==> src/design/fbu_pkg.sv <==
// fbu_pkg: constants, register map, state encodings and carrier structs of the fractional baud uart
// assumes one 10 MHz core clock; every slower rate is an enable pulse derived from it
package fbu_pkg;
   localparam int unsigned CORE_CLK_HZ = 10_000_000;   // core clock rate, 100 ns period
   // register byte offsets on the plain register port
   localparam logic [7:0] OFS_CTRL    = 8'h00;
   localparam logic [7:0] OFS_DIV     = 8'h04;
   localparam logic [7:0] OFS_TXDATA  = 8'h08;
   localparam logic [7:0] OFS_RXDATA  = 8'h0C;
   localparam logic [7:0] OFS_STATUS  = 8'h10;
   localparam logic [7:0] OFS_IRQSTAT = 8'h14;
   localparam logic [7:0] OFS_IRQMASK = 8'h18;
   localparam logic [7:0] OFS_PINMUX  = 8'h1C;
   // reset values
   localparam logic [7:0]  CTRL_RST   = 8'h00;
   localparam logic [15:0] DIV_RST    = 16'h0040;      // divisor 8.0 in eighths
   localparam logic [13:0] PINMUX_RST = 14'h0000;
   // field positions of the control word
   localparam int unsigned CTRL_REFSEL = 0;             // [1:0] 10 / 5 / 2.5 / 1.25 MHz
   localparam int unsigned CTRL_LEN8   = 2;             // 1: eight data bits, 0: seven
   localparam int unsigned CTRL_PAREN  = 3;             // parity enable
   localparam int unsigned CTRL_PARK   = 4;             // [5:4] parity kind
   localparam int unsigned CTRL_STOP2  = 6;             // 1: two stop bits
   // parity kinds
   localparam logic [1:0] PAR_ODD   = 2'h0;
   localparam logic [1:0] PAR_EVEN  = 2'h1;
   localparam logic [1:0] PAR_MARK  = 2'h2;
   localparam logic [1:0] PAR_SPACE = 2'h3;
   // interrupt status bit positions
   localparam int unsigned IRQ_RXRDY  = 0;
   localparam int unsigned IRQ_TXEMP  = 1;
   localparam int unsigned IRQ_PARERR = 2;
   localparam int unsigned IRQ_FRMERR = 3;
   localparam int unsigned IRQ_RXOVR  = 4;
   localparam int unsigned IRQ_TXOVF  = 5;
   localparam int unsigned IRQ_W      = 6;
   // pin mux: two bits per pin, rx pins 0..3 in [7:0], tx pins 0..2 in [13:8]
   localparam logic [1:0]  MUX_UART   = 2'h3;
   localparam int unsigned MUX_TXBASE = 8;
   // baud generation: oversampling by 8, accumulator in eighths of a reference tick
   localparam int unsigned FRAC_BITS  = 3;
   localparam logic [3:0]  OS_LAST    = 4'h7;          // ticks per bit minus one
   localparam logic [3:0]  OS_MID     = 4'h3;          // start-bit middle
   localparam logic [16:0] ACC_STEP   = 17'h0_0040;    // 8 ticks x 8 eighths per reference tick
   localparam logic [2:0]  FIFO_DEPTH = 3'h4;
   localparam logic [3:0]  LAST_BIT8  = 4'h7;
   localparam logic [3:0]  LAST_BIT7  = 4'h6;

   typedef enum logic [4:0] {
      TX_IDLE = 5'b0_0001, TX_START = 5'b0_0010, TX_DATA = 5'b0_0100,
      TX_PAR  = 5'b0_1000, TX_STOP  = 5'b1_0000
   } fbu_tx_e;
   typedef enum logic [4:0] {
      RX_IDLE = 5'b0_0001, RX_START = 5'b0_0010, RX_DATA = 5'b0_0100,
      RX_PAR  = 5'b0_1000, RX_STOP  = 5'b1_0000
   } fbu_rx_e;

   typedef struct packed {
      logic [7:0]  addr;
      logic [31:0] wdata;
      logic        wr;
      logic        rd;
   } fbu_req_s;

   // parity of a character of seven or eight bits
   function automatic logic fbu_parity(input logic [7:0] d, input logic len8, input logic [1:0] kind);
      logic x;
      x = ^(len8 ? d : {1'b0, d[6:0]});
      case (kind)
         PAR_ODD:  fbu_parity = ~x;
         PAR_EVEN: fbu_parity = x;
         PAR_MARK: fbu_parity = 1'b1;
         default:  fbu_parity = 1'b0;
      endcase
   endfunction : fbu_parity
endpackage : fbu_pkg

==> src/design/fbu_uart.sv <==
// fbu_uart: two-wire asynchronous serial port with fractional baud divider, four-deep fifos each way
// assumes a 10 MHz core clock, a plain one-cycle register port and synchronous pin inputs
//
// Contract
// - rx taken from one of four pins, tx driven on three; pin active when its select is 3
// - software picks the reference clock: 10, 5, 2.5 or 1.25 MHz
// - divisor holds 13 integer bits and 3 fraction bits
// - symbol rate equals reference rate divided by the fractional divisor, divisors below 8.0 taken as 8.0
// - seven or eight data bits both ways
// - optional parity: odd, even, mark or space, sent and checked
// - one or two stop bits sent; receiver takes the same format
// - software reads the number of received characters waiting
// - receive and line errors shown in status bits
// - interrupt raised from sticky fifo events and error status
// - device is the terminal-equipment end: sends on tx, listens on rx
`timescale 1ns/1ps
module fbu_uart (
   input  wire logic             core_clk,     // 10 MHz core clock
   input  wire logic             rst_n,        // asynchronous reset, active low
   input  wire fbu_pkg::fbu_req_s bus_req,     // register port request
   output logic [31:0]           bus_rdata,    // read data, cycle after the read strobe
   input  wire logic [3:0]       rx_pins,      // candidate receive pins
   output logic [2:0]            tx_pin_out,   // candidate transmit pin levels
   output logic [2:0]            tx_pin_oe,    // transmit pin drive enables
   output logic                  irq           // level interrupt request
);
   typedef struct packed {
      logic [7:0]       ctrl;
      logic [15:0]      div;
      logic [13:0]      pinmux;
      logic [5:0]       irq_stat;
      logic [5:0]       irq_mask;
      logic [31:0]      rdata;
      logic [2:0]       pre;
      logic [16:0]      acc;
      logic [3:0][7:0]  txf;
      logic [1:0]       tx_wp;
      logic [1:0]       tx_rp;
      logic [2:0]       tx_cnt;
      logic [3:0][7:0]  rxf;
      logic [1:0]       rx_wp;
      logic [1:0]       rx_rp;
      logic [2:0]       rx_cnt;
      fbu_pkg::fbu_tx_e tx_st;
      logic [3:0]       tx_os;
      logic [3:0]       tx_bit;
      logic [7:0]       tx_sh;
      logic             tx_par;
      logic             tx_stop;
      logic             tx_line;
      fbu_pkg::fbu_rx_e rx_st;
      logic [3:0]       rx_os;
      logic [3:0]       rx_bit;
      logic [7:0]       rx_sh;
   } fbu_state_s;

   fbu_state_s  q;
   fbu_state_s  n;
   logic [1:0]  rst_sync;
   logic        rst_q;
   logic        ref_en;
   logic [2:0]  pre_mask;
   logic [16:0] acc_sum;
   logic [16:0] div_eff;
   logic        os_tick;
   logic        rxd;
   logic        len8;
   logic [3:0]  last_bit;
   logic        tx_pop;
   logic        tx_push;
   logic        rx_pop;
   logic        rx_push;
   logic [7:0]  rx_char;
   logic [5:0]  irq_set;
   logic        wr_ctrl;

   // reset release through two flops so that deassertion is clean against the clock
   always_ff @(posedge core_clk or negedge rst_n) begin
      if (!rst_n) begin
         rst_sync <= 2'b00;
      end else begin
         rst_sync <= {rst_sync[0], 1'b1};
      end
   end
   assign rst_q = rst_sync[1];

   // reference clock as an enable pulse: every 1, 2, 4 or 8 core cycles
   assign pre_mask = (q.ctrl[fbu_pkg::CTRL_REFSEL +: 2] == 2'h0) ? 3'h0 :
                     (q.ctrl[fbu_pkg::CTRL_REFSEL +: 2] == 2'h1) ? 3'h1 :
                     (q.ctrl[fbu_pkg::CTRL_REFSEL +: 2] == 2'h2) ? 3'h3 : 3'h7;
   assign ref_en   = (q.pre & pre_mask) == 3'h0;

   // fractional accumulator in eighths: eight oversampling ticks per symbol of div/8 reference ticks
   // divisors below 8.0 are clamped, since at most one tick fits in a reference tick
   assign div_eff = (q.div < {1'b0, fbu_pkg::ACC_STEP[15:0]}) ? fbu_pkg::ACC_STEP : {1'b0, q.div};
   assign acc_sum = q.acc + fbu_pkg::ACC_STEP;
   assign os_tick = ref_en && (acc_sum >= div_eff);

   // receive pin select: lowest pin whose select reads 3, idle high if none
   always_comb begin
      rxd = 1'b1;
      for (int i = 3; i >= 0; i--) begin
         if (q.pinmux[2*i +: 2] == fbu_pkg::MUX_UART) begin
            rxd = rx_pins[i];
         end
      end
   end

   // every transmit pin level follows the line; drive is enabled only where selected
   always_comb begin
      for (int i = 0; i < 3; i++) begin
         tx_pin_oe[i]  = q.pinmux[fbu_pkg::MUX_TXBASE + 2*i +: 2] == fbu_pkg::MUX_UART;
         tx_pin_out[i] = q.tx_line;
      end
   end

   assign len8     = q.ctrl[fbu_pkg::CTRL_LEN8];
   assign last_bit = len8 ? fbu_pkg::LAST_BIT8 : fbu_pkg::LAST_BIT7;
   assign rx_char  = len8 ? q.rx_sh : {1'b0, q.rx_sh[7:1]};
   assign wr_ctrl  = bus_req.wr && bus_req.addr == fbu_pkg::OFS_CTRL;
   assign tx_pop   = os_tick && q.tx_st == fbu_pkg::TX_IDLE && q.tx_cnt != 3'h0;
   assign tx_push  = bus_req.wr && bus_req.addr == fbu_pkg::OFS_TXDATA &&
                     (q.tx_cnt != fbu_pkg::FIFO_DEPTH || tx_pop);
   assign rx_pop   = bus_req.rd && bus_req.addr == fbu_pkg::OFS_RXDATA && q.rx_cnt != 3'h0;
   assign rx_push  = os_tick && q.rx_st == fbu_pkg::RX_STOP && q.rx_os == fbu_pkg::OS_LAST &&
                     (q.rx_cnt != fbu_pkg::FIFO_DEPTH || rx_pop);
   assign irq      = |(q.irq_stat & q.irq_mask);
   assign bus_rdata = q.rdata;

   // next state of the whole block
   always_comb begin
      n       = q;
      irq_set = 6'h00;
      n.pre   = q.pre + 3'h1;
      if (ref_en) begin
         n.acc = os_tick ? (acc_sum - div_eff) : acc_sum;
      end
      // register writes
      if (bus_req.wr) begin
         case (bus_req.addr)
            fbu_pkg::OFS_CTRL:    n.ctrl = bus_req.wdata[7:0];
            fbu_pkg::OFS_DIV:     n.div = bus_req.wdata[15:0];
            fbu_pkg::OFS_IRQMASK: n.irq_mask = bus_req.wdata[5:0];
            fbu_pkg::OFS_PINMUX:  n.pinmux = bus_req.wdata[13:0];
            default:              n.ctrl = q.ctrl;
         endcase
      end
      if (wr_ctrl) begin
         n.pre = 3'h0;   // restart the prescaler so a new rate starts cleanly
      end
      if (wr_ctrl || (bus_req.wr && bus_req.addr == fbu_pkg::OFS_DIV)) begin
         n.acc = 17'h0_0000;   // a smaller new divisor must not leave the accumulator above it
      end
      // read data from the state before this cycle's updates
      n.rdata = 32'h0000_0000;
      if (bus_req.rd) begin
         case (bus_req.addr)
            fbu_pkg::OFS_CTRL:    n.rdata = {24'h00_0000, q.ctrl};
            fbu_pkg::OFS_DIV:     n.rdata = {16'h0000, q.div};
            fbu_pkg::OFS_RXDATA:  n.rdata = {24'h00_0000, (q.rx_cnt != 3'h0) ? q.rxf[q.rx_rp] : 8'h00};
            fbu_pkg::OFS_STATUS:  n.rdata = {16'h0000, q.irq_stat, q.tx_st != fbu_pkg::TX_IDLE,
                                             q.tx_cnt, q.rx_cnt[2:0], 3'h0} >> 3;
            fbu_pkg::OFS_IRQSTAT: n.rdata = {26'h000_0000, q.irq_stat};
            fbu_pkg::OFS_IRQMASK: n.rdata = {26'h000_0000, q.irq_mask};
            fbu_pkg::OFS_PINMUX:  n.rdata = {18'h0_0000, q.pinmux};
            default:              n.rdata = 32'h0000_0000;
         endcase
      end
      // transmit fifo
      if (tx_push) begin
         n.txf[q.tx_wp] = bus_req.wdata[7:0];
         n.tx_wp        = q.tx_wp + 2'h1;
      end
      if (bus_req.wr && bus_req.addr == fbu_pkg::OFS_TXDATA && !tx_push) begin
         irq_set[fbu_pkg::IRQ_TXOVF] = 1'b1;
      end
      if (tx_pop) begin
         n.tx_rp = q.tx_rp + 2'h1;
         if (q.tx_cnt == 3'h1 && !tx_push) begin
            irq_set[fbu_pkg::IRQ_TXEMP] = 1'b1;
         end
      end
      n.tx_cnt = q.tx_cnt + {2'b00, tx_push} - {2'b00, tx_pop};
      // transmitter: each bit lasts eight oversampling ticks
      if (os_tick) begin
         n.tx_os = (q.tx_os == fbu_pkg::OS_LAST) ? 4'h0 : q.tx_os + 4'h1;
         case (q.tx_st)
            fbu_pkg::TX_IDLE: begin
               n.tx_line = 1'b1;
               n.tx_os   = 4'h0;
               if (tx_pop) begin
                  n.tx_sh   = q.txf[q.tx_rp];
                  n.tx_par  = fbu_pkg::fbu_parity(q.txf[q.tx_rp], len8, q.ctrl[fbu_pkg::CTRL_PARK +: 2]);
                  n.tx_line = 1'b0;
                  n.tx_st   = fbu_pkg::TX_START;
               end
            end
            fbu_pkg::TX_START: begin
               if (q.tx_os == fbu_pkg::OS_LAST) begin
                  n.tx_line = q.tx_sh[0];
                  n.tx_bit  = 4'h0;
                  n.tx_st   = fbu_pkg::TX_DATA;
               end
            end
            fbu_pkg::TX_DATA: begin
               if (q.tx_os == fbu_pkg::OS_LAST) begin
                  n.tx_sh  = {1'b0, q.tx_sh[7:1]};
                  n.tx_bit = q.tx_bit + 4'h1;
                  if (q.tx_bit == last_bit) begin
                     n.tx_stop = 1'b0;
                     if (q.ctrl[fbu_pkg::CTRL_PAREN]) begin
                        n.tx_line = q.tx_par;
                        n.tx_st   = fbu_pkg::TX_PAR;
                     end else begin
                        n.tx_line = 1'b1;
                        n.tx_st   = fbu_pkg::TX_STOP;
                     end
                  end else begin
                     n.tx_line = q.tx_sh[1];
                  end
               end
            end
            fbu_pkg::TX_PAR: begin
               if (q.tx_os == fbu_pkg::OS_LAST) begin
                  n.tx_line = 1'b1;
                  n.tx_st   = fbu_pkg::TX_STOP;
               end
            end
            fbu_pkg::TX_STOP: begin
               n.tx_line = 1'b1;
               if (q.tx_os == fbu_pkg::OS_LAST) begin
                  n.tx_stop = 1'b1;
                  if (q.tx_stop || !q.ctrl[fbu_pkg::CTRL_STOP2]) begin
                     n.tx_st = fbu_pkg::TX_IDLE;
                  end
               end
            end
            default: begin
               n.tx_st   = fbu_pkg::TX_IDLE;
               n.tx_line = 1'b1;
            end
         endcase
      end
      // receiver: start found, checked at its middle, then one sample per bit middle
      // only the first stop bit is checked, which lets the line resynchronise on the next start
      if (os_tick) begin
         n.rx_os = (q.rx_os == fbu_pkg::OS_LAST) ? 4'h0 : q.rx_os + 4'h1;
         case (q.rx_st)
            fbu_pkg::RX_IDLE: begin
               n.rx_os = 4'h0;
               if (!rxd) begin
                  n.rx_st = fbu_pkg::RX_START;
               end
            end
            fbu_pkg::RX_START: begin
               if (q.rx_os == fbu_pkg::OS_MID) begin
                  n.rx_os  = 4'h0;
                  n.rx_bit = 4'h0;
                  n.rx_st  = rxd ? fbu_pkg::RX_IDLE : fbu_pkg::RX_DATA;
               end
            end
            fbu_pkg::RX_DATA: begin
               if (q.rx_os == fbu_pkg::OS_LAST) begin
                  n.rx_sh  = {rxd, q.rx_sh[7:1]};
                  n.rx_bit = q.rx_bit + 4'h1;
                  if (q.rx_bit == last_bit) begin
                     n.rx_st = q.ctrl[fbu_pkg::CTRL_PAREN] ? fbu_pkg::RX_PAR : fbu_pkg::RX_STOP;
                  end
               end
            end
            fbu_pkg::RX_PAR: begin
               if (q.rx_os == fbu_pkg::OS_LAST) begin
                  if (rxd != fbu_pkg::fbu_parity(rx_char, len8, q.ctrl[fbu_pkg::CTRL_PARK +: 2])) begin
                     irq_set[fbu_pkg::IRQ_PARERR] = 1'b1;
                  end
                  n.rx_st = fbu_pkg::RX_STOP;
               end
            end
            fbu_pkg::RX_STOP: begin
               if (q.rx_os == fbu_pkg::OS_LAST) begin
                  irq_set[fbu_pkg::IRQ_FRMERR] = !rxd;
                  irq_set[fbu_pkg::IRQ_RXOVR]  = !rx_push;
                  irq_set[fbu_pkg::IRQ_RXRDY]  = rx_push;
                  n.rx_st = fbu_pkg::RX_IDLE;
               end
            end
            default: n.rx_st = fbu_pkg::RX_IDLE;
         endcase
      end
      // receive fifo
      if (rx_push) begin
         n.rxf[q.rx_wp] = rx_char;
         n.rx_wp        = q.rx_wp + 2'h1;
      end
      if (rx_pop) begin
         n.rx_rp = q.rx_rp + 2'h1;
      end
      n.rx_cnt = q.rx_cnt + {2'b00, rx_push} - {2'b00, rx_pop};
      // sticky status: a new event wins over a write-one-to-clear in the same cycle
      n.irq_stat = q.irq_stat | irq_set;
      if (bus_req.wr && bus_req.addr == fbu_pkg::OFS_IRQSTAT) begin
         n.irq_stat = (q.irq_stat & ~bus_req.wdata[5:0]) | irq_set;
      end
   end

   // the one state register
   always_ff @(posedge core_clk or negedge rst_q) begin
      if (!rst_q) begin
         q          <= '0;
         q.ctrl     <= fbu_pkg::CTRL_RST;
         q.div      <= fbu_pkg::DIV_RST;
         q.pinmux   <= fbu_pkg::PINMUX_RST;
         q.tx_st    <= fbu_pkg::TX_IDLE;
         q.rx_st    <= fbu_pkg::RX_IDLE;
         q.tx_line  <= 1'b1;
      end else begin
         q <= n;
      end
   end
endmodule : fbu_uart

==> config.mk <==
export PLATFORM = sky130hd
export DESIGN_NAME = fbu_uart
export DESIGN_NICKNAME = d
export VERILOG_FILES = /design/src/design/fbu_pkg.sv /design/src/design/fbu_uart.sv
export SDC_FILE = /design/constraint.sdc
export NUM_CORES = 1
export LEC_CHECK = 0
export ABC_AREA = 1
export BUFFER_PORTS_ARGS = -buffer_cell sky130_fd_sc_hd__buf_2
export CAP_MARGIN = 20
export CORE_MARGIN = 8
export CORE_UTILIZATION = 52
export CTS_BUF_LIST = sky130_fd_sc_hd__clkbuf_8
export CTS_CLUSTER_SIZE = 10
export DETAILED_ROUTE_END_ITERATION = 8
export GPL_TIMING_DRIVEN = 1
export PLACE_DENSITY = 0.7
export SLEW_MARGIN = 40
export SYNTH_ARGS = -nofsm -noshare
export SYNTH_HDL_FRONTEND = slang
export SYNTH_SLANG_ARGS = --single-unit
==> constraint.sdc <==
create_clock -name core_clk -period 17.1 [get_ports core_clk]
set_clock_uncertainty 0.1 [all_clocks]
set_input_delay 0.855 -clock core_clk [delete_from_list [all_inputs] [get_ports core_clk]]
set_output_delay 0.855 -clock core_clk [all_outputs]
set_load 0.01 [all_outputs]
==> reports/metrics.csv <==
stage,metric,value,unit
status,outcome,"complete, no violations",
global_route,antenna_found_initial,0,
global_route,grt_pass1_vias,10200,
global_route,busiest_layer,met2,
setup_path,required,17.45,ns
global_route,overflow,0,
die,ios,87,
die,initial_core_util,52.6,%
setup_path,cp_cell_sequence,"inv_1, nor4_1, nand3_1, nor2_1, nand2_1, xor2_1, inv_1, ha_1, nand2_1, nor2_2, nand3_4, nand3_4, nand4_4, nor2_8, inv_1, ha_1, inv_1, ha_1, inv_1, fa_1, xnor2_1, xor2_1",
setup_path,crit_family,simple AND/OR/NAND/NOR gates,
flow_run,cap_violations,0,
clock_network,cts_root_buffer,clkbuf_8,
timing,tns,0,ns
global_route,grt_first_pass_wirelength,50700,µm
die,dieHeight,169,µm
detailed_routing,drt_iter0_markers,709,
timing,min_period,4.75,ns
global_route,use_met2,35.2,%
die,chipWidth,169,µm
detailed_routing,num_vias,10400,
detailed_routing,drc,0,
clock_network,cts_max_level,2,
synthesis,yosysTopAreaCell,dfrtp_1,
die,dieArea,0.0287,mm²
layout,fin_area,0.0133,mm²
die,rows,56,
synthesis,synth_area_leaders,"dfrtp_1, nand2_1, inv_1",
synthesis,syn_inst,1580,
timing,postLayoutSetupSlackWorst,12.35,ns
timing,fin_crit_sh,27.8,%
synthesis,yosysMostFrequentCell,nand2_1,
pwr,power_density,89.9,mW/mm²
placed_design,place_congestion,0.894,
layout,final_cells,1959,
detailed_routing,firstDrtPassIters,5,
global_route,track_usage,21.5,%
setup_path,crit_fanout,36,
timing,fmax,210,MHz
timing,worst_pin_slew,0.873,ns
synthesis,ys.flop_type,dfrtp_1,
setup_path,cp-end-kind,flip-flop,
layout,n_antenna_cell,0,
clock_network,cts_tree,built,
setup_path,worstSetupPathType,reg -> reg,
synthesis,yosysWarnings,0,
layout,fin_nets,1700,
setup_path,slowest_stage,dfrtp_1,
synthesis,yosys.area.top_type_share,42.3,%
synthesis,synth.distinct_cells,59,
pwr,ir_worst_vdd,0.0770,mV
placed_design,placed_cell_area,0.0125,mm²
clock_network,clock_sinks,211,
timing,maxSlewViolCount,0,
die,core,0.0233,mm²
placed_design,dp_cells,1893,
clock_network,clkLatencyLatePin,0.57,ns
placed_design,dp_slack,12.39,ns
synthesis,async_flop_share,100,%
setup_path,worstPathArrival,5.10,ns
global_route,met1_usage,28.0,%
clock_network,clockBufferDepth,3,
detailed_routing,postRouteWirelength,30200,µm
timing,max-slew-margin-rel,41.8,%
clock_network,post-cts-setup-buffers,0,
synthesis,ys_top_cells_by_count,"nand2_1, dfrtp_1, inv_1",
timing,setup_viol,0,
timing,rsz0062_at_grt,false,
layout,drive_gt1_share,10.6,%
detailed_routing,viasPerCell,5.32,
setup_path,start_kind,flip-flop,
clock_network,cts.clk_slew.worst_paths,0.06,ns
global_route,grt_max_degree,74,
setup_path,cpPeakStageDelay,0.42,ns
placed_design,dp_hpwl,21800,µm
min_path,holdCritPathClass,reg -> async,
setup_path,cpMostUsedCell,inv_1,
synthesis,synth_area,0.0122,mm²
placed_design,port_buffers,54,
timing,holdWs,0.163,ns
pwr,leakagePower,6.88,nW
timing,hold_viol,0,
synthesis,ys_seq_area_share,43.2,%
setup_path,crit_buf_inv,5,
global_route,grt_use_met3,3.72,%
clock_network,cts_buffers,38,
synthesis,synth_enable_flop_cells,0,
detailed_routing,post_drt_wl_per_cell,15.4,µm
synthesis,postSynthAreaPerCell,7.74,µm²
synthesis,ys_ff_latch,211,
detailed_routing,ant_nets,0,
layout,area_growth,8.30,%
==> registers in the layout (all words and copies together), names as in the netlist <==
name,cells
q,191
bus_rdata,16
rst_sync,2
len8,1
tx_pin_out,1
==> repair_timing <==
action	in CTS	in global routing
hold buffers	1	0
endpoints found under the setup margin	0	0
resized for setup	0	0
endpoints found under the hold margin	2	0
==> layer usage <==
metal  vias to the layer above  wire, µm
met5                         -         0
met4                         0       896
met3                        79      1770
met2                       289     14200
met1                      4860     13300
li1                       5192         -
==> through the flow <==
stage / utilization [%] / power [mW]
floorplan: - / 0.681
global placement: 53.6 / 0.727
detailed placement: 53.7 / 0.731
CTS: 56.9 / 1.20
global route: 57.0 / 1.25
finish: 57.0 / 1.19
==> logic make-up (layout without fill, tap and decap cells) <==
group	Yosys count	in the layout	share of synthesized area, %
flops	211	211	43.2
other cells	2	17	0.0614
mux	7	7	0.644
compound gates	233	233	10.7
buf+inv	255	300	9.71
simple gates	796	796	28.9
fa+ha+maj	37	37	3.97
xor+xnor	39	39	2.79
==> path summary, 6_finish.rpt <==
path | start | cells after the start | slack [ns] | end
max in group asynchronous | rst_sync[1] | 3 | 14.89 | q[13]
min in group core_clk | rst_sync[0] | 0 | 0.26 | rst_sync[1]
setup / recovery | q[131] | 22 | 12.35 | q[47]
hold / removal | rst_sync[1] | 0 | 0.16 | q[11]
setup reg to reg | q[131] | 22 | 12.35 | q[47]
hold reg to reg | rst_sync[1] | 0 | 0.16 | q[11]
==> report_power, final <==
group / leakage [nW] / switching [mW] / internal, mW / total (mW)
clock network: 0.433 / 0.214 / 0.251 / 0.466
registers: 2.75 / 0.0232 / 0.519 / 0.542
logic: 3.69 / 0.123 / 0.0597 / 0.183
==> layout make-up <==
cell class                 count  area (µm²)
sequential                   211        5290
tap                          319         399
fill                        2214       10000
inverter                     173         649
multi-input combinational   1129        5830
clock buffer                  44         606
timing repair buffer          62         353
clock inverter                21         129
==> layout by cell type, fill, tap and decap left out, drive strengths merged, types with 2 or more instances in the layout <==
master  netlist  layout
a21boi        3       3
buf          59      61
o22ai        11      11
nand3       124     124
a31oi         4       4
xor2         24      24
fa            3       3
nand4        53      53
dfrtp       207     207
and2          2       2
nor4          4       4
or2           4       4
o221ai        3       3
o211ai       11      11
nor2        109     109
o31ai         5       5
nor3          9       9
conb          2      17
dfstp         4       4
a21oi        48      48
mux2          7       7
xnor2        15      15
ha           34      34
nand2       486     486
clkinv        4       7
clkbuf       23      44
a221oi        8       8
inv         169     186
o21ai       132     132
nand3b        4       4
Power figures use the tool's default switching activity.
